--- src/hdl/dsd_map.svh ---
`ifndef DSD_MAP_SVH
`define DSD_MAP_SVH

// ==========================================================
// Register offsets (byte addresses)
`define DSD_CTRL_OFS 8'h00
`define DSD_STATUS_OFS 8'h04
`define DSD_CONV_OFS 8'h08

// ==========================================================
// Field positions
`define DSD_CTRL_SINGLE_BIT 0
`define DSD_CTRL_DEDICATE_BIT 1
`define DSD_STAT_OVF_BIT 0
`define DSD_STAT_RATE_BIT 1
`define DSD_STAT_LEVEL_LSB 8
`define DSD_CONV_CHAN_BIT 16

// ==========================================================
// Reset values and codes
`define DSD_CTRL_RESET 2'h0
`define DSD_COMMON_CODE 16'h2e5b
`define DSD_WORD_BITS 16
`define DSD_FIFO_DEPTH 32
`define DSD_FIFO_AW 5

// ==========================================================
// Timing
`define DSD_PCLK_KHZ 25000
`define DSD_BCLK_MAX_KHZ 8470
`define DSD_BIT_MIN_CYC \
  ((`DSD_PCLK_KHZ + `DSD_BCLK_MAX_KHZ - 1) / `DSD_BCLK_MAX_KHZ)

`endif

--- src/hdl/dsd_pkg.sv ---
package dsd_pkg;

  typedef enum logic {
    DSD_CH_RIGHT,
    DSD_CH_LEFT
  } dsd_chan_t;

  typedef struct packed {
    dsd_chan_t chan;
    logic [15:0] data;
  } dsd_word_t;

  typedef struct packed {
    logic dedicate;
    logic single;
  } dsd_ctrl_t;

  typedef struct packed {
    logic left;
    logic right;
  } dsd_pair_t;

endpackage

--- src/hdl/dsd_serial_dac_input.sv ---
`timescale 1ns/1ns
`include "dsd_map.svh"

// Behaviour
// Select high enters single-converter mode
// Dedication select picks left or right data
// Single mode picks words from shared stream
// Single mode parks left output at common
// Words are two's complement, MSB first
// Word fall loads only last 16 bits
// Word clock sets load and integrate time (single mode integrates on channel select high alone, word clock ignored)
// Source keeps word clock near half duty (bench source holds it high through each word and low for one bit only)
// Everything happens on rising bit-clock edges
// Bit clock at most 8.47 MHz
// Load waits for edge after LSB
// Stopped clock needs one extra edge
// Source sends words at 176.4 kHz
// Each channel integrates when selected, else holds
// Two-channel: low is right, high is left
// Two-channel integrate decode per channel
// Left dedication inhibits low, accepts high
// Right dedication accepts low, inhibits high
// Converter register holds until next load
module dsd_serial_dac_input
  import dsd_pkg::*;
(
  input wire logic pclk,
  input wire logic presetn,
  input wire logic [7:0] paddr,
  input wire logic psel,
  input wire logic penable,
  input wire logic pwrite,
  input wire logic [31:0] pwdata,
  output logic [31:0] prdata,
  output logic pready,
  output logic pslverr,
  input wire logic bit_clock,
  input wire logic serial_data,
  input wire logic word_latch_clock,
  input wire logic channel_select_clock,
  input wire logic conv_ready,
  output logic [15:0] left_out,
  output logic [15:0] right_out,
  output logic left_integrate,
  output logic right_integrate,
  output logic left_at_common
);

  // ==========================================================
  // Decode functions
  function automatic logic [1:0] accept_word(dsd_ctrl_t c, logic lr);
    logic [1:0] r;
    r = 2'b00;
    if (!c.single) begin
      r = {1'b1, lr};
    end else if (!c.dedicate) begin
      r = {lr, 1'b1};
    end else begin
      r = {!lr, 1'b0};
    end
    return r;
  endfunction

  function automatic dsd_pair_t integ(dsd_ctrl_t c, logic lr, logic wd);
    dsd_pair_t p;
    p = '0;
    if (!c.single) begin
      p.left = !lr && wd;
      p.right = lr && wd;
    end else begin
      p.right = lr;
    end
    return p;
  endfunction

  // ==========================================================
  // Register state
  dsd_ctrl_t ctrl_q, ctrl_d;
  logic ovf_q, ovf_d, rate_q, rate_d;
  logic [31:0] prdata_q, prdata_d;
  logic pready_q, pready_d, pslverr_q, pslverr_d;
  logic access, do_wr, status_clr;

  // ==========================================================
  // Serial state
  logic bclk_q, lr_q, wd_q;
  logic bclk_d, lr_d, wd_d;
  logic [15:0] shift_q, shift_d;
  logic [1:0] gap_q, gap_d;
  logic bclk_rise, xfer_edge;
  logic [1:0] acc;
  logic push_valid, push_ready;
  dsd_word_t push_data, pop_data;
  logic pop_valid;
  logic [`DSD_FIFO_AW:0] fifo_level;

  // ==========================================================
  // Converter and output state
  dsd_word_t conv_q, conv_d;
  logic conv_load;
  dsd_pair_t int_q, int_d;
  logic [15:0] lout_q, lout_d, rout_q, rout_d;
  logic lcom_q, lcom_d;

  // ==========================================================
  // Bit-clock edge and serial shift
  always_comb begin
    bclk_d = bit_clock;
    bclk_rise = bit_clock && !bclk_q;
    xfer_edge = bclk_rise && !word_latch_clock && wd_q;
    lr_d = bclk_rise ? channel_select_clock : lr_q;
    wd_d = bclk_rise ? word_latch_clock : wd_q;
    shift_d = bclk_rise ? {shift_q[14:0], serial_data} : shift_q;
    gap_d = bclk_rise ? 2'h0 : ((gap_q == 2'h3) ? gap_q : gap_q + 2'h1);
  end

  always_ff @(posedge pclk or negedge presetn) begin
    if (!presetn) begin
      bclk_q <= 1'b0;
      lr_q <= 1'b0;
      wd_q <= 1'b0;
      shift_q <= '0;
      gap_q <= 2'h3;
    end else begin
      bclk_q <= bclk_d;
      lr_q <= lr_d;
      wd_q <= wd_d;
      shift_q <= shift_d;
      gap_q <= gap_d;
    end
  end

  // ==========================================================
  // Word acceptance into the buffer
  always_comb begin
    acc = accept_word(ctrl_q, lr_q);
    push_valid = xfer_edge && acc[1];
    // The bits loaded are those of earlier edges, not this one
    push_data.data = shift_q;
    push_data.chan = dsd_chan_t'(acc[0]);
  end

  dsd_fifo #(
    .WIDTH($bits(dsd_word_t)),
    .DEPTH(`DSD_FIFO_DEPTH),
    .AW(`DSD_FIFO_AW)
  ) u_fifo (
    .clk(pclk),
    .rst_n(presetn),
    .in_valid(push_valid),
    .in_ready(push_ready),
    .in_data(push_data),
    .out_valid(pop_valid),
    .out_ready(conv_ready),
    .out_data(pop_data),
    .level(fifo_level)
  );

  // ==========================================================
  // Converter register and integrate/hold stages
  always_comb begin
    conv_load = pop_valid && conv_ready;
    conv_d = conv_load ? pop_data : conv_q;
    int_d = integ(ctrl_q, lr_q, wd_q);
    lout_d = int_d.left ? conv_q.data : lout_q;
    rout_d = int_d.right ? conv_q.data : rout_q;
    lcom_d = ctrl_q.single;
    if (ctrl_q.single) begin
      lout_d = `DSD_COMMON_CODE;
    end
  end

  always_ff @(posedge pclk or negedge presetn) begin
    if (!presetn) begin
      conv_q <= '0;
      int_q <= '0;
      lout_q <= '0;
      rout_q <= '0;
      lcom_q <= 1'b0;
    end else begin
      conv_q <= conv_d;
      int_q <= int_d;
      lout_q <= lout_d;
      rout_q <= rout_d;
      lcom_q <= lcom_d;
    end
  end

  // ==========================================================
  // APB slave
  always_comb begin
    access = psel && penable && !pready_q;
    do_wr = psel && penable && pready_q && pwrite;
    status_clr = do_wr && (paddr == `DSD_STATUS_OFS);
    pready_d = access;
    prdata_d = prdata_q;
    pslverr_d = pslverr_q;
    ctrl_d = ctrl_q;
    if (access) begin
      pslverr_d = 1'b0;
      prdata_d = '0;
      if (paddr == `DSD_CTRL_OFS) begin
        prdata_d[`DSD_CTRL_SINGLE_BIT] = ctrl_q.single;
        prdata_d[`DSD_CTRL_DEDICATE_BIT] = ctrl_q.dedicate;
      end else if (paddr == `DSD_STATUS_OFS) begin
        prdata_d[`DSD_STAT_OVF_BIT] = ovf_q;
        prdata_d[`DSD_STAT_RATE_BIT] = rate_q;
        prdata_d[`DSD_STAT_LEVEL_LSB +: `DSD_FIFO_AW+1] = fifo_level;
      end else if (paddr == `DSD_CONV_OFS) begin
        prdata_d[15:0] = conv_q.data;
        prdata_d[`DSD_CONV_CHAN_BIT] = conv_q.chan;
      end else begin
        pslverr_d = 1'b1;
      end
    end
    if (do_wr && (paddr == `DSD_CTRL_OFS)) begin
      ctrl_d.single = pwdata[`DSD_CTRL_SINGLE_BIT];
      ctrl_d.dedicate = pwdata[`DSD_CTRL_DEDICATE_BIT];
    end
    // Hardware set wins over a software clear in the same cycle
    ovf_d = (ovf_q && !(status_clr && pwdata[`DSD_STAT_OVF_BIT]))
            || (push_valid && !push_ready);
    rate_d = (rate_q && !(status_clr && pwdata[`DSD_STAT_RATE_BIT]))
             || (bclk_rise && (32'(gap_q) + 1 < `DSD_BIT_MIN_CYC));
  end

  always_ff @(posedge pclk or negedge presetn) begin
    if (!presetn) begin
      ctrl_q <= `DSD_CTRL_RESET;
      ovf_q <= 1'b0;
      rate_q <= 1'b0;
      prdata_q <= '0;
      pready_q <= 1'b0;
      pslverr_q <= 1'b0;
    end else begin
      ctrl_q <= ctrl_d;
      ovf_q <= ovf_d;
      rate_q <= rate_d;
      prdata_q <= prdata_d;
      pready_q <= pready_d;
      pslverr_q <= pslverr_d;
    end
  end

  assign prdata = prdata_q;
  assign pready = pready_q;
  assign pslverr = pslverr_q;
  assign left_out = lout_q;
  assign right_out = rout_q;
  assign left_integrate = int_q.left;
  assign right_integrate = int_q.right;
  assign left_at_common = lcom_q;

  // ==========================================================
  // Checks
  msb_first_a: assert property (
    @(posedge pclk) disable iff (!presetn)
    bclk_rise |=> shift_q[0] == $past(serial_data)
      && shift_q[15:1] == $past(shift_q[14:0]))
    else $error("serial shift not MSB first");

  load_last16_a: assert property (
    @(posedge pclk) disable iff (!presetn)
    push_valid |-> bclk_rise && !word_latch_clock
      ##1 shift_q[15:1] == $past(push_data.data[14:0]))
    else $error("pushed word is not the last 16 bits");

  edge_only_a: assert property (
    @(posedge pclk) disable iff (!presetn)
    !bclk_rise |=> $stable(shift_q) && $stable(lr_q) && $stable(wd_q))
    else $error("serial state moved without bit-clock rise");

  two_chan_left_a: assert property (
    @(posedge pclk) disable iff (!presetn)
    xfer_edge && !ctrl_q.single |-> push_valid
      && push_data.chan == dsd_chan_t'(lr_q))
    else $error("two-channel word steered wrongly");

  ded_left_a: assert property (
    @(posedge pclk) disable iff (!presetn)
    xfer_edge && ctrl_q.single && !ctrl_q.dedicate |->
      push_valid == lr_q)
    else $error("left dedication acceptance wrong");

  ded_right_a: assert property (
    @(posedge pclk) disable iff (!presetn)
    xfer_edge && ctrl_q.single && ctrl_q.dedicate |->
      push_valid == !lr_q)
    else $error("right dedication acceptance wrong");

  left_common_a: assert property (
    @(posedge pclk) disable iff (!presetn)
    ctrl_q.single |=> left_out == `DSD_COMMON_CODE
      && !left_integrate && left_at_common)
    else $error("left output not parked in single mode");

  integ_decode_a: assert property (
    @(posedge pclk) disable iff (!presetn)
    !ctrl_q.single && lr_q && wd_q |=> right_integrate && !left_integrate)
    else $error("two-channel integrate decode wrong");

  hold_track_a: assert property (
    @(posedge pclk) disable iff (!presetn)
    right_integrate |-> right_out == $past(conv_q.data))
    else $error("integrating channel does not follow converter");

  conv_hold_a: assert property (
    @(posedge pclk) disable iff (!presetn)
    !conv_load ##1 !conv_load |-> $stable(conv_q))
    else $error("converter register changed without a load");

  rate_flag_a: assert property (
    @(posedge pclk) disable iff (!presetn)
    bclk_rise && gap_q == 2'h1 |=> rate_q)
    else $error("fast bit clock not flagged");

endmodule

--- src/hdl/dsd_fifo.sv ---
`timescale 1ns/1ns
module dsd_fifo #(
  parameter int WIDTH = 17,
  parameter int DEPTH = 32,
  parameter int AW = 5
) (
  input wire logic clk,
  input wire logic rst_n,
  input wire logic in_valid,
  output logic in_ready,
  input wire logic [WIDTH-1:0] in_data,
  output logic out_valid,
  input wire logic out_ready,
  output logic [WIDTH-1:0] out_data,
  output logic [AW:0] level
);

  logic [WIDTH-1:0] mem_q [DEPTH];
  logic [AW-1:0] wptr_q, wptr_d, rptr_q, rptr_d;
  logic [AW:0] cnt_q, cnt_d;
  logic [WIDTH-1:0] out_q, out_d;
  logic vld_q, vld_d;
  logic push, pop;

  // ==========================================================
  // Pointers, count and registered read stage
  always_comb begin
    push = in_valid && (cnt_q != (AW+1)'(DEPTH));
    pop = (cnt_q != '0) && (!vld_q || out_ready);
    wptr_d = push ? wptr_q + 1'b1 : wptr_q;
    rptr_d = pop ? rptr_q + 1'b1 : rptr_q;
    cnt_d = cnt_q + (AW+1)'(push) - (AW+1)'(pop);
    out_d = pop ? mem_q[rptr_q] : out_q;
    vld_d = pop ? 1'b1 : (out_ready ? 1'b0 : vld_q);
  end

  always_ff @(posedge clk or negedge rst_n) begin
    if (!rst_n) begin
      wptr_q <= '0;
      rptr_q <= '0;
      cnt_q <= '0;
      out_q <= '0;
      vld_q <= 1'b0;
    end else begin
      wptr_q <= wptr_d;
      rptr_q <= rptr_d;
      cnt_q <= cnt_d;
      out_q <= out_d;
      vld_q <= vld_d;
    end
  end

  always_ff @(posedge clk) begin
    if (push) begin
      mem_q[wptr_q] <= in_data;
    end
  end

  assign in_ready = (cnt_q != (AW+1)'(DEPTH));
  assign out_valid = vld_q;
  assign out_data = out_q;
  assign level = cnt_q;

endmodule

--- config.mk ---
export PLATFORM = sky130hd
export DESIGN_NAME = dsd_serial_dac_input
export DESIGN_NICKNAME = d
export VERILOG_FILES = /design/src/hdl/dsd_pkg.sv /design/src/hdl/dsd_serial_dac_input.sv /design/src/hdl/dsd_fifo.sv
export VERILOG_INCLUDE_DIRS = /design/src /design/src/hdl
export SDC_FILE = /design/constraint.sdc
export NUM_CORES = 1
export LEC_CHECK = 0
export BUFFER_PORTS_ARGS = -buffer_cell sky130_fd_sc_hd__buf_2
export CORE_MARGIN = 5
export CORE_UTILIZATION = 55
export CTS_CLUSTER_SIZE = 30
export DETAILED_ROUTE_END_ITERATION = 16
export PLACE_DENSITY = 0.75
export SYNTH_ARGS = -nofsm -noshare
export SYNTH_HDL_FRONTEND = slang
export SYNTH_SLANG_ARGS = --single-unit
--- constraint.sdc ---
create_clock -name pclk -period 2.47 [get_ports pclk]
set_input_delay 0.3705 -clock pclk [delete_from_list [all_inputs] [get_ports pclk]]
set_output_delay 0.3705 -clock pclk [all_outputs]
set_load 0.005 [all_outputs]
==> metrics.md <==
| Metric | Value |
|---|---|
| WS Path Type | reg2reg |
| Avg WL per Cell | 26.0 um |
| Pin count of the biggest net entering global routing | 52 |
| Clk pwr share | between 20 and 30% |
| Slew @ Worst Pin | ~1100 ps |
| Critical Path End Type | flip-flop |
| Initial Util | 55.2% |
| Overall global routing resource usage | between 20 and 25% |
| Gate Count Post-Synth | 1392 |
| Worst Hold Class | in2reg |
| Post-Synth XOR/XNOR Area | 0.435% |
| Clk buf depth | 3 |
| Final Cell Area | 30600 um^2 |
| Compound-Gate Fraction of Synth Area | 4.87% |
| Seq/Total Area, Yosys | 74.8% |
| DRC viols | 0 |
| Yosys cell types | 58 |
| P_sw | 10.7 mW |
| Num CTS Buffers | 67 |
| Initial antenna violation count | 1 |
| Reg clk slew, reported paths | 60 ps |
| Fmax | 422 MHz |
| Worst skew pair latency | approximately 590 ps |
| R2r endpoint | u_fifo.mem_q[0][7]$_DFFE_PP_ |
| Post-route insts no fill | around 2300 |
| Int Pwr | between 20 and 25 mW |
| Final setup fails | 0 |
| CP required | 2740 ps |
| Logic pwr share | 28.6% |
| Startpoint type of the worst setup path | flip-flop |
| Pleak | around 11 nW |
| CTS Root Cell | clkbuf_16 |
| Share of cells above drive strength 1 | about 29% |
| Placed cell count | 2138 |
| YS warnings | 0 |
| First-pass GRT wire length | 88.5 mm |
| Std cell rows | 80 |
| Fin nets | approximately 1700 |
| Share of power burned in registers | 42.5% |
| Worst r2r src | u_fifo.level[3]$_DFF_PN0_ |
| Die Span Y | 228 um |
| Syn avg cell area | 18.8 um^2 |
| Overflow after GRT | 0 |
| Hold Crit Depth | 2 |
| Die W | 228 um |
| Clock sink count | 674 |
| Core area | 47400 um^2 |
| Run status | completed |
| Detailed-route wire length | 59.0 mm |
| Fin Setup TNS | 0 ps |
| Final Skew | approximately 31 ps |
| Level count of the clock H-tree | 3 |
| Via count | 13740 |
| Post-Synth Simple-Gate Area | 2.49% |
| Switch share | 30.5% |
| Post-route clock period utilization | between 90% and 100% |
| Port Buf Inserts | 73 |
| Post-DRT Antenna Nets | 0 |
| Slew Limit Headroom | 28.2% |
| Post-synth EDFFs | 544 |
| Synth Area in Adders | 0.841% |
| CTS tree | yes |
| Area delta synth->final | 17.0% |
| Min-Delay Endpoint | wd_q$_DFFE_PN0N_ |
| DR pass1 iterations | 5 |
| Worst reg2reg setup slack | roughly 100 ps |
| Top cells by area, synth | edfxtp_1, dfrtp_1, mux4_2, mux2i_1, mux2_2 |
| Peak supply drop | 0.000625 V |
| Dpl cell area | 28400 um^2 |
| Minimum clock period | 2370 ps |
| Fin. Hold Viols | 0 |
| Main synth FF type | edfxtp_1 |
| Synth top area share | around 62% |
| HPWL after detailed placement | around 36 mm |
| CP Data Arrival Time | 2640 ps |
| HP Start | word_latch_clock |
| DR iter-0 viols | 1473 |
| MaxCap Viol Count | 0 |
| Final slew viol count | 0 |
| Layout Utilization | around 65% |
| Async SR Flop Fraction | between 15 and 20% |
| Synthesized flop and latch total | 674 |
| Vias in the first global route | 14183 |
| Worst Reg2Reg Path Length in Cells | 8 |
| Post-synthesis mux area share | 14.3% |
| Full die area | 52100 um^2 |
| Largest family of logic cells by synthesized area | multiplexers |
| Pwr dens | 1150 nW/um^2 |
| Number of I/O pins | 119 |
| Largest area contributor in the netlist | edfxtp_1 |
| Mapped Area | 26200 um^2 |
| Worst-path maximum fanout | 15 |
| Routability cong. | 0.828 |
| Vias/cell | 6.07 |
==> kinds of logic after synthesis <==
| logic type | Yosys count |
|---|---|
| buf+inv | 110 |
| mux | 260 |
| simple gates | 139 |
| other cells | 1 |
| compound gates | 178 |
| fa+ha+maj | 17 |
| flops | 674 |
| xor+xnor | 13 |
==> repair_timing <==
| action | 4_1_cts | 5_1_grt |
|---|---|---|
| resized for setup | 4 | 7 |
| endpoints found under the hold margin | 49 | 0 |
| hold buffers | 3 | 0 |
| gates cloned | 0 | 0 |
| endpoints found under the setup margin | 403 | 311 |
| buffers inserted | 0 | 2 |
==> synth_stat cells (9+ instances only) <==
library cell	count
mux2_2	69
mux2i_1	106
clkbuf_1	38
edfxtp_1	544
a211oi_1	33
ha_1	16
mux4_2	85
buf_2	17
buf_4	21
dfrtp_1	128
o22ai_1	51
inv_1	21
a22o_1	16
a221oi_1	16
a21oi_1	23
o22a_1	9
nand2_1	41
nor2_1	60
==> flip-flops by register name (all words and copies together) (netlist names), 2 cells and up <==
signal,flops
u_fifo.rptr_q,5
right_out,16
prdata,17
u_fifo.out_data,17
conv_q,17
left_out,16
u_fifo.mem_q,544
u_fifo.level,6
gap_q,2
u_fifo.wptr_q,5
shift_q,16
==> cell usage in the layout, fill, tap and decap left out, drive strengths merged, types with 9 or more instances in the layout <==
cell    count
o22a        9
buf       206
mux2i     106
mux2       69
clkbuf     86
a221oi     16
mux4       85
conb       15
a21oi      23
a22o       16
inv        26
nor2       60
dfrtp     128
clkinv     21
a211oi     34
nand2      41
ha         16
edfxtp    544
o22ai      51
==> worst max-delay path: stages, from the launching register on <==
cell and delay (ps):
dfrtp_1 380, inv_1 70, ha_2 170, nor4bb_2 180, a211oi_2 310, buf_4 240, nand2_2 220, nor2_1 220
buf_4 270
==> through the flow <==
step | setup WS [ps] | hold slack [ps] | power (mW)
CTS | 19.4 | 21.2 | 35.2
global route | -6.81 | 40.7 | 36.5
detailed placement | -70.3 | 346 | 25.1
floorplan | -67.6 | 74.9 | 20.7
global placement | -8.92 | 344 | 24.8
finish | 101 | 47.0 | 35.1
==> layout make-up <==
type | instances | area, um^2
well taps | 615 | 769
inverters | 23 | 86.3
fillers | 3094 | 16800
multi-input cells | 622 | 6120
flip-flops and latches | 674 | 19600
clock inverters | 34 | 392
clock buffers | 86 | 1790
repair buffers | 209 | 1870
diodes | 1 | 2.50
==> routing by layer <==
layer  routed length (um)  track usage (%)  vias up
met1                22800             29.9     7126
li1                     -                -     5960
met5                    0                0        -
met4                 1990             7.87        0
met3                 4060             4.35      116
met2                30100             37.9      538
==> how the worst max path moves through the flow <==
stage	from	to	slack, ps	cells after the start
floorplan	u_fifo.level[2]$_DFF_PN0_	u_fifo.mem_q[29][0]$_DFFE_PP_	-70	6
global placement	u_fifo.level[2]$_DFF_PN0_	u_fifo.mem_q[1][14]$_DFFE_PP_	-9	8
detailed placement	u_fifo.level[2]$_DFF_PN0_	u_fifo.mem_q[1][14]$_DFFE_PP_	-70	8
CTS	u_fifo.level[2]$_DFF_PN0_	u_fifo.mem_q[2][1]$_DFFE_PP_	20	8
global route	u_fifo.level[4]$_DFF_PN0_	u_fifo.mem_q[2][14]$_DFFE_PP_	-7	8
finish	u_fifo.level[3]$_DFF_PN0_	u_fifo.mem_q[0][7]$_DFFE_PP_	100	8
==> power groups by stage <==
stage	registers [mW]	logic [mW]	clock network (mW)
floorplan	15.2	5.56	0
global placement	15.1	9.66	0
detailed placement	15.1	9.91	0
CTS	14.9	10.0	10.3
global route	15.0	10.6	10.8
finish	14.9	10.1	10.1
Note: power is estimated with default switching activity, not from simulation.
